==> src/core/icu_pkg.sv <==
package icu_pkg;
	// register byte offsets
	localparam logic [7:0] OFF_UNIT1_CTRL = 8'h00;
	localparam logic [7:0] OFF_UNIT2_CTRL = 8'h04;
	localparam logic [7:0] OFF_UNIT1_VAL = 8'h08;
	localparam logic [7:0] OFF_UNIT2_VAL = 8'h0C;
	localparam logic [7:0] OFF_FLAGS = 8'h10;
	localparam logic [7:0] OFF_IRQ_EN = 8'h14;
	localparam logic [7:0] OFF_ALT_PIN = 8'h18;
	localparam logic [7:0] OFF_TIMER = 8'h1C;
	// control field layout
	localparam int MODE_LSB = 0;
	localparam int MODE_W = 4;
	localparam int DUTY_LSB = 4;
	localparam int DUTY_W = 2;
	localparam int CTRL_W = 6;
	localparam logic [5:0] CTRL_RESET = 6'h00;
	// capture mode encodings
	localparam logic [3:0] MODE_OFF = 4'h0;
	localparam logic [3:0] MODE_FALL = 4'h4;
	localparam logic [3:0] MODE_RISE = 4'h5;
	localparam logic [3:0] MODE_RISE4 = 4'h6;
	localparam logic [3:0] MODE_RISE16 = 4'h7;
	// prescaler terminal counts
	localparam logic [3:0] PRE_LAST4 = 4'h3;
	localparam logic [3:0] PRE_LAST16 = 4'hF;
	localparam logic [3:0] PRE_ZERO = 4'h0;
	// axi responses
	localparam logic [1:0] RESP_OKAY = 2'b00;
	localparam logic [1:0] RESP_SLVERR = 2'b10;
endpackage

==> src/core/icu_cap_if.sv <==
`timescale 1ns/1ps
// one capture unit's control and results
interface icu_cap_if;
	logic [3:0] mode;
	logic [15:0] timerCount;
	logic pinSync;
	logic [15:0] capValue;
	logic capEvent;
	modport unit (input mode, input timerCount, input pinSync,
		output capValue, output capEvent);
	modport top (output mode, output timerCount, output pinSync,
		input capValue, input capEvent);
endinterface

==> src/core/icu_top.sv <==
// Design decisions made here: the AXI4-Lite slave port and the register addresses.
`timescale 1ns/1ps
// Functional notes
// - each qualifying event copies the whole 16-bit timer count.
// - events: falling, rising, every 4th rising, every 16th rising.
// - a capture sets a sticky flag; only software clears it.
// - a new capture overwrites the old value without overrun guard.
// - two identical independent units share one timer count.
// - pin level is observed even while the pin drives out.
// - a mode change may give a spurious capture; not suppressed.
// - prescaler held clear when unit off or not capturing.
// - any reset clears the prescaler counter.
// - switching prescale directly keeps the count; false capture possible.
// - unit 2 pin selectable between two device pins.
// - capture works in sleep only with an externally clocked timer.
module icu_top (
	input wire logic ref_clk,
	input wire logic rst,
	input wire logic [15:0] timerCount,
	input wire logic unit1PinIn,
	input wire logic unit2PinIn,
	input wire logic unit2AltPinIn,
	input wire logic [7:0] s_axi_awaddr,
	input wire logic s_axi_awvalid,
	output logic s_axi_awready,
	input wire logic [31:0] s_axi_wdata,
	input wire logic [3:0] s_axi_wstrb,
	input wire logic s_axi_wvalid,
	output logic s_axi_wready,
	output logic [1:0] s_axi_bresp,
	output logic s_axi_bvalid,
	input wire logic s_axi_bready,
	input wire logic [7:0] s_axi_araddr,
	input wire logic s_axi_arvalid,
	output logic s_axi_arready,
	output logic [31:0] s_axi_rdata,
	output logic [1:0] s_axi_rresp,
	output logic s_axi_rvalid,
	input wire logic s_axi_rready,
	output logic irq
);
	localparam int UNITS = 2;

	typedef struct packed {
		logic [UNITS-1:0] pinMeta;
		logic [UNITS-1:0] pinSync;
		logic [icu_pkg::CTRL_W-1:0] ctrl1;
		logic [icu_pkg::CTRL_W-1:0] ctrl2;
		logic [UNITS-1:0] flags;
		logic [UNITS-1:0] irqEn;
		logic altSel;
		logic awHeld;
		logic [7:0] awAddr;
		logic wHeld;
		logic [31:0] wData;
		logic [3:0] wStrb;
		logic bValid;
		logic [1:0] bResp;
		logic rValid;
		logic [31:0] rData;
		logic [1:0] rResp;
		logic irqOut;
	} icu_top_s;

	icu_top_s state_reg;
	icu_top_s state_next;
	logic [UNITS-1:0] rawPin;
	logic [UNITS-1:0] capEvent;
	logic [15:0] capValue [UNITS];
	logic [3:0] unitMode [UNITS];
	logic doWrite;
	logic doRead;
	logic [31:0] wMasked;

	// ----------------------------------------
	// helpers
	// ----------------------------------------
	// a mapped word must be one of the listed offsets
	function automatic logic addrOk(input logic [7:0] a);
		case (a)
		icu_pkg::OFF_UNIT1_CTRL, icu_pkg::OFF_UNIT2_CTRL,
		icu_pkg::OFF_UNIT1_VAL, icu_pkg::OFF_UNIT2_VAL,
		icu_pkg::OFF_FLAGS, icu_pkg::OFF_IRQ_EN,
		icu_pkg::OFF_ALT_PIN, icu_pkg::OFF_TIMER: addrOk = 1'b1;
		default: addrOk = 1'b0;
		endcase
	endfunction

	// apply byte strobes to an old word
	function automatic logic [31:0] strobe(input logic [31:0] oldv,
		input logic [31:0] newv, input logic [3:0] st);
		logic [31:0] r;
		r = oldv;
		for (int i = 0; i < 4; i++) begin
			if (st[i]) begin
				r[i*8 +: 8] = newv[i*8 +: 8];
			end
		end
		strobe = r;
	endfunction

	// ----------------------------------------
	// pin selection and capture units
	// ----------------------------------------
	// direction is not looked at: a driven pin still reads back
	assign rawPin[0] = unit1PinIn;
	assign rawPin[1] = state_reg.altSel ? unit2AltPinIn : unit2PinIn;
	assign unitMode[0] = state_reg.ctrl1[icu_pkg::MODE_LSB +: icu_pkg::MODE_W];
	assign unitMode[1] = state_reg.ctrl2[icu_pkg::MODE_LSB +: icu_pkg::MODE_W];

	// two identical units on one timer
	generate
		for (genvar g = 0; g < UNITS; g++) begin : gUnit
			icu_cap_if capBus ();
			assign capBus.mode = unitMode[g];
			// no sleep state here: capture runs whenever ref_clk runs
			assign capBus.timerCount = timerCount;
			assign capBus.pinSync = state_reg.pinSync[g];
			assign capValue[g] = capBus.capValue;
			assign capEvent[g] = capBus.capEvent;
			icu_capture_unit uUnit (
				.ref_clk(ref_clk),
				.rst(rst),
				.cap(capBus)
			);
		end
	endgenerate

	// ----------------------------------------
	// bus slave, flags and interrupt
	// ----------------------------------------
	always_comb begin
		state_next = state_reg;
		// two-flop synchroniser on pins
		state_next.pinMeta = rawPin;
		state_next.pinSync = state_reg.pinMeta;
		// write channels accepted separately, in either order
		if (s_axi_awvalid && !state_reg.awHeld) begin
			state_next.awHeld = 1'b1;
			state_next.awAddr = s_axi_awaddr;
		end
		if (s_axi_wvalid && !state_reg.wHeld) begin
			state_next.wHeld = 1'b1;
			state_next.wData = s_axi_wdata;
			state_next.wStrb = s_axi_wstrb;
		end
		doWrite = state_reg.awHeld && state_reg.wHeld && !state_reg.bValid;
		wMasked = strobe(32'h0000_0000, state_reg.wData, state_reg.wStrb);
		if (doWrite) begin
			state_next.awHeld = 1'b0;
			state_next.wHeld = 1'b0;
			state_next.bValid = 1'b1;
			state_next.bResp = addrOk(state_reg.awAddr) ?
				icu_pkg::RESP_OKAY : icu_pkg::RESP_SLVERR;
			case (state_reg.awAddr)
			icu_pkg::OFF_UNIT1_CTRL: if (state_reg.wStrb[0]) begin
				state_next.ctrl1 = state_reg.wData[icu_pkg::CTRL_W-1:0];
			end
			icu_pkg::OFF_UNIT2_CTRL: if (state_reg.wStrb[0]) begin
				state_next.ctrl2 = state_reg.wData[icu_pkg::CTRL_W-1:0];
			end
			icu_pkg::OFF_FLAGS: begin
				// write one to clear
				state_next.flags = state_reg.flags & ~wMasked[UNITS-1:0];
			end
			icu_pkg::OFF_IRQ_EN: if (state_reg.wStrb[0]) begin
				state_next.irqEn = state_reg.wData[UNITS-1:0];
			end
			icu_pkg::OFF_ALT_PIN: if (state_reg.wStrb[0]) begin
				state_next.altSel = state_reg.wData[0];
			end
			default: ;
			endcase
		end
		if (state_reg.bValid && s_axi_bready) begin
			state_next.bValid = 1'b0;
		end
		// set after clear so a same-cycle capture wins
		state_next.flags = state_next.flags | capEvent;
		// reads: one outstanding, data from registers
		doRead = s_axi_arvalid && !state_reg.rValid;
		if (doRead) begin
			state_next.rValid = 1'b1;
			state_next.rResp = addrOk(s_axi_araddr) ?
				icu_pkg::RESP_OKAY : icu_pkg::RESP_SLVERR;
			state_next.rData = 32'h0000_0000;
			case (s_axi_araddr)
			icu_pkg::OFF_UNIT1_CTRL: state_next.rData[icu_pkg::CTRL_W-1:0] =
				state_reg.ctrl1;
			icu_pkg::OFF_UNIT2_CTRL: state_next.rData[icu_pkg::CTRL_W-1:0] =
				state_reg.ctrl2;
			icu_pkg::OFF_UNIT1_VAL: state_next.rData[15:0] = capValue[0];
			icu_pkg::OFF_UNIT2_VAL: state_next.rData[15:0] = capValue[1];
			icu_pkg::OFF_FLAGS: state_next.rData[UNITS-1:0] = state_reg.flags;
			icu_pkg::OFF_IRQ_EN: state_next.rData[UNITS-1:0] = state_reg.irqEn;
			icu_pkg::OFF_ALT_PIN: state_next.rData[0] = state_reg.altSel;
			icu_pkg::OFF_TIMER: state_next.rData[15:0] = timerCount;
			default: ;
			endcase
		end
		if (state_reg.rValid && s_axi_rready) begin
			state_next.rValid = 1'b0;
		end
		// level interrupt from unmasked sticky flags
		state_next.irqOut = |(state_next.flags & state_reg.irqEn);
	end

	// single registered state
	always_ff @(posedge ref_clk) begin
		if (rst) begin
			state_reg <= '0;
		end else begin
			state_reg <= state_next;
		end
	end

	// handshake and data outputs
	assign s_axi_awready = !state_reg.awHeld;
	assign s_axi_wready = !state_reg.wHeld;
	assign s_axi_bvalid = state_reg.bValid;
	assign s_axi_bresp = state_reg.bResp;
	assign s_axi_arready = !state_reg.rValid;
	assign s_axi_rvalid = state_reg.rValid;
	assign s_axi_rdata = state_reg.rData;
	assign s_axi_rresp = state_reg.rResp;
	assign irq = state_reg.irqOut;
endmodule // icu_top

==> src/core/icu_capture_unit.sv <==
`timescale 1ns/1ps
module icu_capture_unit (
	input wire logic ref_clk,
	input wire logic rst,
	icu_cap_if.unit cap
);
	typedef struct packed {
		logic pinPrev;
		logic [3:0] preCount;
		logic [3:0] lastMode;
		logic [15:0] capValue;
		logic capEvent;
	} icu_unit_s;

	icu_unit_s state_reg;
	icu_unit_s state_next;
	logic rise;
	logic fall;
	logic hit;

	// ----------------------------------------
	// edge detection and prescaler
	// ----------------------------------------
	always_comb begin
		state_next = state_reg;
		state_next.pinPrev = cap.pinSync;
		state_next.lastMode = cap.mode;
		state_next.capEvent = 1'b0;
		rise = cap.pinSync & ~state_reg.pinPrev;
		fall = ~cap.pinSync & state_reg.pinPrev;
		hit = 1'b0;
		// mode change between prescales keeps the count; a switch may
		// therefore produce a spurious capture, which is not masked
		case (cap.mode)
		icu_pkg::MODE_FALL: hit = fall;
		icu_pkg::MODE_RISE: hit = rise;
		icu_pkg::MODE_RISE4: begin
			if (rise) begin
				hit = (state_reg.preCount >= icu_pkg::PRE_LAST4);
				state_next.preCount = hit ? icu_pkg::PRE_ZERO :
					state_reg.preCount + 4'h1;
			end
		end
		icu_pkg::MODE_RISE16: begin
			if (rise) begin
				hit = (state_reg.preCount == icu_pkg::PRE_LAST16);
				state_next.preCount = state_reg.preCount + 4'h1;
			end
		end
		default: state_next.preCount = icu_pkg::PRE_ZERO;
		endcase
		if (hit) begin
			state_next.capValue = cap.timerCount;
			state_next.capEvent = 1'b1;
		end
	end

	// reset clears prescaler and value
	always_ff @(posedge ref_clk) begin
		if (rst) begin
			state_reg <= '0;
		end else begin
			state_reg <= state_next;
		end
	end

	assign cap.capValue = state_reg.capValue;
	assign cap.capEvent = state_reg.capEvent;
endmodule // icu_capture_unit

==> config.mk <==
export PLATFORM = sky130hd
export DESIGN_NAME = icu_top
export DESIGN_NICKNAME = d
export VERILOG_FILES = /design/src/core/icu_pkg.sv /design/src/core/icu_cap_if.sv /design/src/core/icu_top.sv /design/src/core/icu_capture_unit.sv
export SDC_FILE = /design/constraint.sdc
export NUM_CORES = 1
export LEC_CHECK = 0
export BUFFER_PORTS_ARGS = -buffer_cell sky130_fd_sc_hd__clkbuf_2
export CORE_MARGIN = 8
export CORE_UTILIZATION = 57
export CTS_BUF_LIST = sky130_fd_sc_hd__clkbuf_4 sky130_fd_sc_hd__clkbuf_8
export DETAILED_ROUTE_END_ITERATION = 16
export PLACE_DENSITY = 0.94
export SLEW_MARGIN = 20
export SYNTH_ARGS = -nofsm -noshare
export SYNTH_HDL_FRONTEND = slang
export SYNTH_SLANG_ARGS = --single-unit
==> constraint.sdc <==
create_clock -name ref_clk -period 3.3 [get_ports ref_clk]
set_input_delay 0.165 -clock ref_clk [delete_from_list [all_inputs] [get_ports ref_clk]]
set_output_delay 0.165 -clock ref_clk [all_outputs]
set_load 0.05 [all_outputs]
==> impl_results.md <==
* Layout cell share with drive strength beyond 1 at 20.7%
* Ant. Diodes at 0
* Die area at 11700 um^2
* Worst r2r path cells at 4
* Worst setup EP type: flip-flop
* Drc violations at 0
* Placed insts at 659
* Asr flop ratio synth at 0%
* Clock Sink Count at 104
* Hold Crit Endpoint: state_next[102]$_SDFF_PP0_
* Count of pins over their slew limit at 0
* FMAX at 513 MHz
* Post-CTS Resized at 0
* Kind of critical path: flip-flop to flip-flop
* Final period utilization at 59.1%
* Post-Syn Area per Cell at 9.13 um^2
* Final antenna-violating net count at 0
* Drt pass-1 iters at 5
* HP Start: unit1PinIn
* Via count at 3925
* Hold Crit Class: primary input to flip-flop
* Peak VDD IR at 254 uV
* Mapped Area at 4830 um^2
* Required @ worst endpoint at 3.55 ns
* Fin area at 5250 um^2
* Antenna violations before repair at 0
* Slowest library cell on the worst path: and3_1
* Post-layout minimum cycle time at 1.95 ns
* Initial Utilization at 58.8%
* Sequential fraction of the synthesis area at 43.1%
* Synth cell types at 63
* Power Total at 2.48 mW
* Starting DRT DRC Count at 194
* GR Util All Layers at 18.5%
* Yosys top cell by area: dfxtp_1
* R2R Setup Slk at 1.35 ns
* CP Data Arrival Time at 2.20 ns
* Core area at 8220 um^2
* Met2 Usage GRT at 31.7%
* Launching point of the worst reg2reg path: state_reg[84]$_SDFFE_PP0P_
* First-pass GRT wire length at 17.7 mm
* RR Endpoint: irq$_SDFF_PP0_
* Area Growth Syn to Fin at 8.81%
* Vias in the first global route at 3846
* Min-Delay Path Depth at 2
* Port bufs at 72
* CTS tree: yes
* Die X at 108 um
* Post-synthesis instance total at 529
* Drt via density at 5.81
* Synth warnings at 0
* Filler cells at 644
* Area share of the largest cell type after synthesis at 43.1%
* Max_slew headroom at 32.4%
* GPL Wtd Cong at 0.834
* Setup Viol. Count Final at 0
* Nets@finish at 645
* Critical-path maximum fanout at 16
* Post-CTS setup repair buffer count at 0
* Final cell count without fillers at 675
* Clock Tree Root: clkbuf_8
* Area contributors post-synth: dfxtp_1 43%, mux2i_1 11%, buf_4 5.8%, nand2_1 5.4%, nor2_1 3.0%
* Final hold violations at 0
* Leak pwr at 2.17 nW
* Pwr dens at 472 nW/um^2
* DR WL/cell at 16.1 um
* Unrepaired setup endpoints after global routing: false
* Die H at 108 um
* Global-route met3 utilization at 2.80%
* Top-Level Pins at 120
* Clk buf depth at 2
* Largest net degree at the start of global routing at 49
* CTS clk-pin slew, worst paths at 0.10 ns
* GRT busiest layer: met2
* TritonCTS buffer count at 9
* Max capacitance violation total at 0
* H-tree depth at 3
* Met1 usage at 21.5%
* #FFs+latches synth at 104
* Crit-path max cell delay at 0.57 ns
* Final core occ at 63.9%
* Synth Flop Type: dfxtp_1
* Detail Placement HPWL at 7.78 mm
* Clk Latency, worst-skew pair at 0.36 ns
* Placement Rows at 33
* Outcome: finished, final reports clean
* Worst path cell trace: and3b_1 > and3_1 > a311oi_1 > a22o_1
* Worst-Margin Slew at 1.01 ns
* Cell area after placement at 5010 um^2
* CTS Hold Bufs at 0
* Max reg flops at 32
* Post-synth EDFFs at 0
* Final Skew at 0.00996 ns
* Grt total ovfl at 0
* Drt total wl at 10.9 mm
* Crit start category: flip-flop
* Setup TNS Final at 0 ns
synth_stat cells, types with 2 or more instances:
cell type / n
a211oi_1: 2
a21oi_1: 28
a32oi_1: 2
a22o_1: 4
ha_1: 2
nand3b_1: 2
a22oi_1: 11
o21ai_1: 2
clkbuf_1: 22
nand4_1: 2
mux4_2: 3
dfxtp_1: 104
a311oi_1: 2
nor2_1: 38
mux2i_1: 51
buf_4: 37
nor2b_1: 13
o21ai_0: 16
o41ai_1: 2
xnor2_1: 2
inv_1: 8
mux2_2: 11
and3_1: 4
o31ai_1: 12
nand3_1: 18
or3_1: 3
buf_1: 3
and2_1: 2
buf_2: 5
nand2b_1: 5
o2bb2ai_1: 2
nand2_1: 70
a221o_1: 2
clkinv_1: 2
nor3_1: 9
cell type report:
| class | instances | area, um^2 | area share (%) |
|---|---|---|---|
| clock buffer | 10 | 131 | 2.50 |
| clock inverter | 6 | 116 | 2.21 |
| inverter | 10 | 37.5 | 0.714 |
| multi-input combinational | 363 | 2360 | 44.9 |
| sequential | 104 | 2080 | 39.6 |
| tap | 105 | 131 | 2.50 |
| timing repair buffer | 77 | 398 | 7.57 |
logic make-up after synthesis:
logic type / share of synthesized area [%]
simple gates: 17.8
flops: 43.1
compound gates: 13.4
buf+inv: 9.64
mux: 15.1
fa+ha+maj: 0.518
xor+xnor: 0.363
other cells: 0.0777
critical path, delay by kind of cell, from the launching register on:
family	cells	cell delay, ns
flip-flops	1	0.38
AO/OA/AOI/OAI	2	0.56
AND/OR/NAND/NOR	2	0.90
worst max path at each step:
stage | startpoint | endpoint | cells past startpoint
6_report | state_reg[84]$_SDFFE_PP0P_ | irq$_SDFF_PP0_ | 4
5_1_grt | state_reg[75]$_SDFFE_PP0P_ | irq$_SDFF_PP0_ | 4
4_1_cts | state_reg[84]$_SDFFE_PP0P_ | irq$_SDFF_PP0_ | 4
3_5_place_dp | gUnit[0].uUnit.state_reg[21]$_SDFFE_PP0P_ | gUnit[0].uUnit.cap.capEvent$_SDFF_PP0_ | 6
3_3_place_gp | state_reg[84]$_SDFFE_PP0P_ | irq$_SDFF_PP0_ | 4
2_1_floorplan | s_axi_bvalid$_SDFFE_PP0N_ | irq$_SDFF_PP0_ | 6
metal layers:
layer  wire (um)  part of all wire [%]
met1        4530                    42
met2        5200                    48
met3         728                   6.7
met4         412                   3.8
met5           0                     0
power by group:
part,switching [mW],internal [mW]
Combinational,0.166,0.0704
Sequential,0.0210,1.28
Clock,0.429,0.518
Total,0.616,1.86
layout by cell type (no fill, tap or decap), drive strengths merged, types with 4 or more instances in the layout:
master	n
nand3	18
mux2i	51
a21oi	28
a22oi	11
and3	4
nand2	70
buf	5
mux2	11
conb	18
a22o	4
clkinv	4
nor2b	13
o21ai	19
nor3	9
inv	9
mux4	4
o31ai	12
nor2	38
nand2b	5
clkbuf	82
dfxtp	104
through the flow:
step	hold WS, ns	worst slack, ns
6_report	0.0184	1.35
5_1_grt	0.0168	1.25
4_1_cts	0.00839	1.36
3_5_place_dp	0.384	1.39
3_3_place_gp	0.384	1.49
2_1_floorplan	0.249	1.53
(Power assumes the default switching activity.)
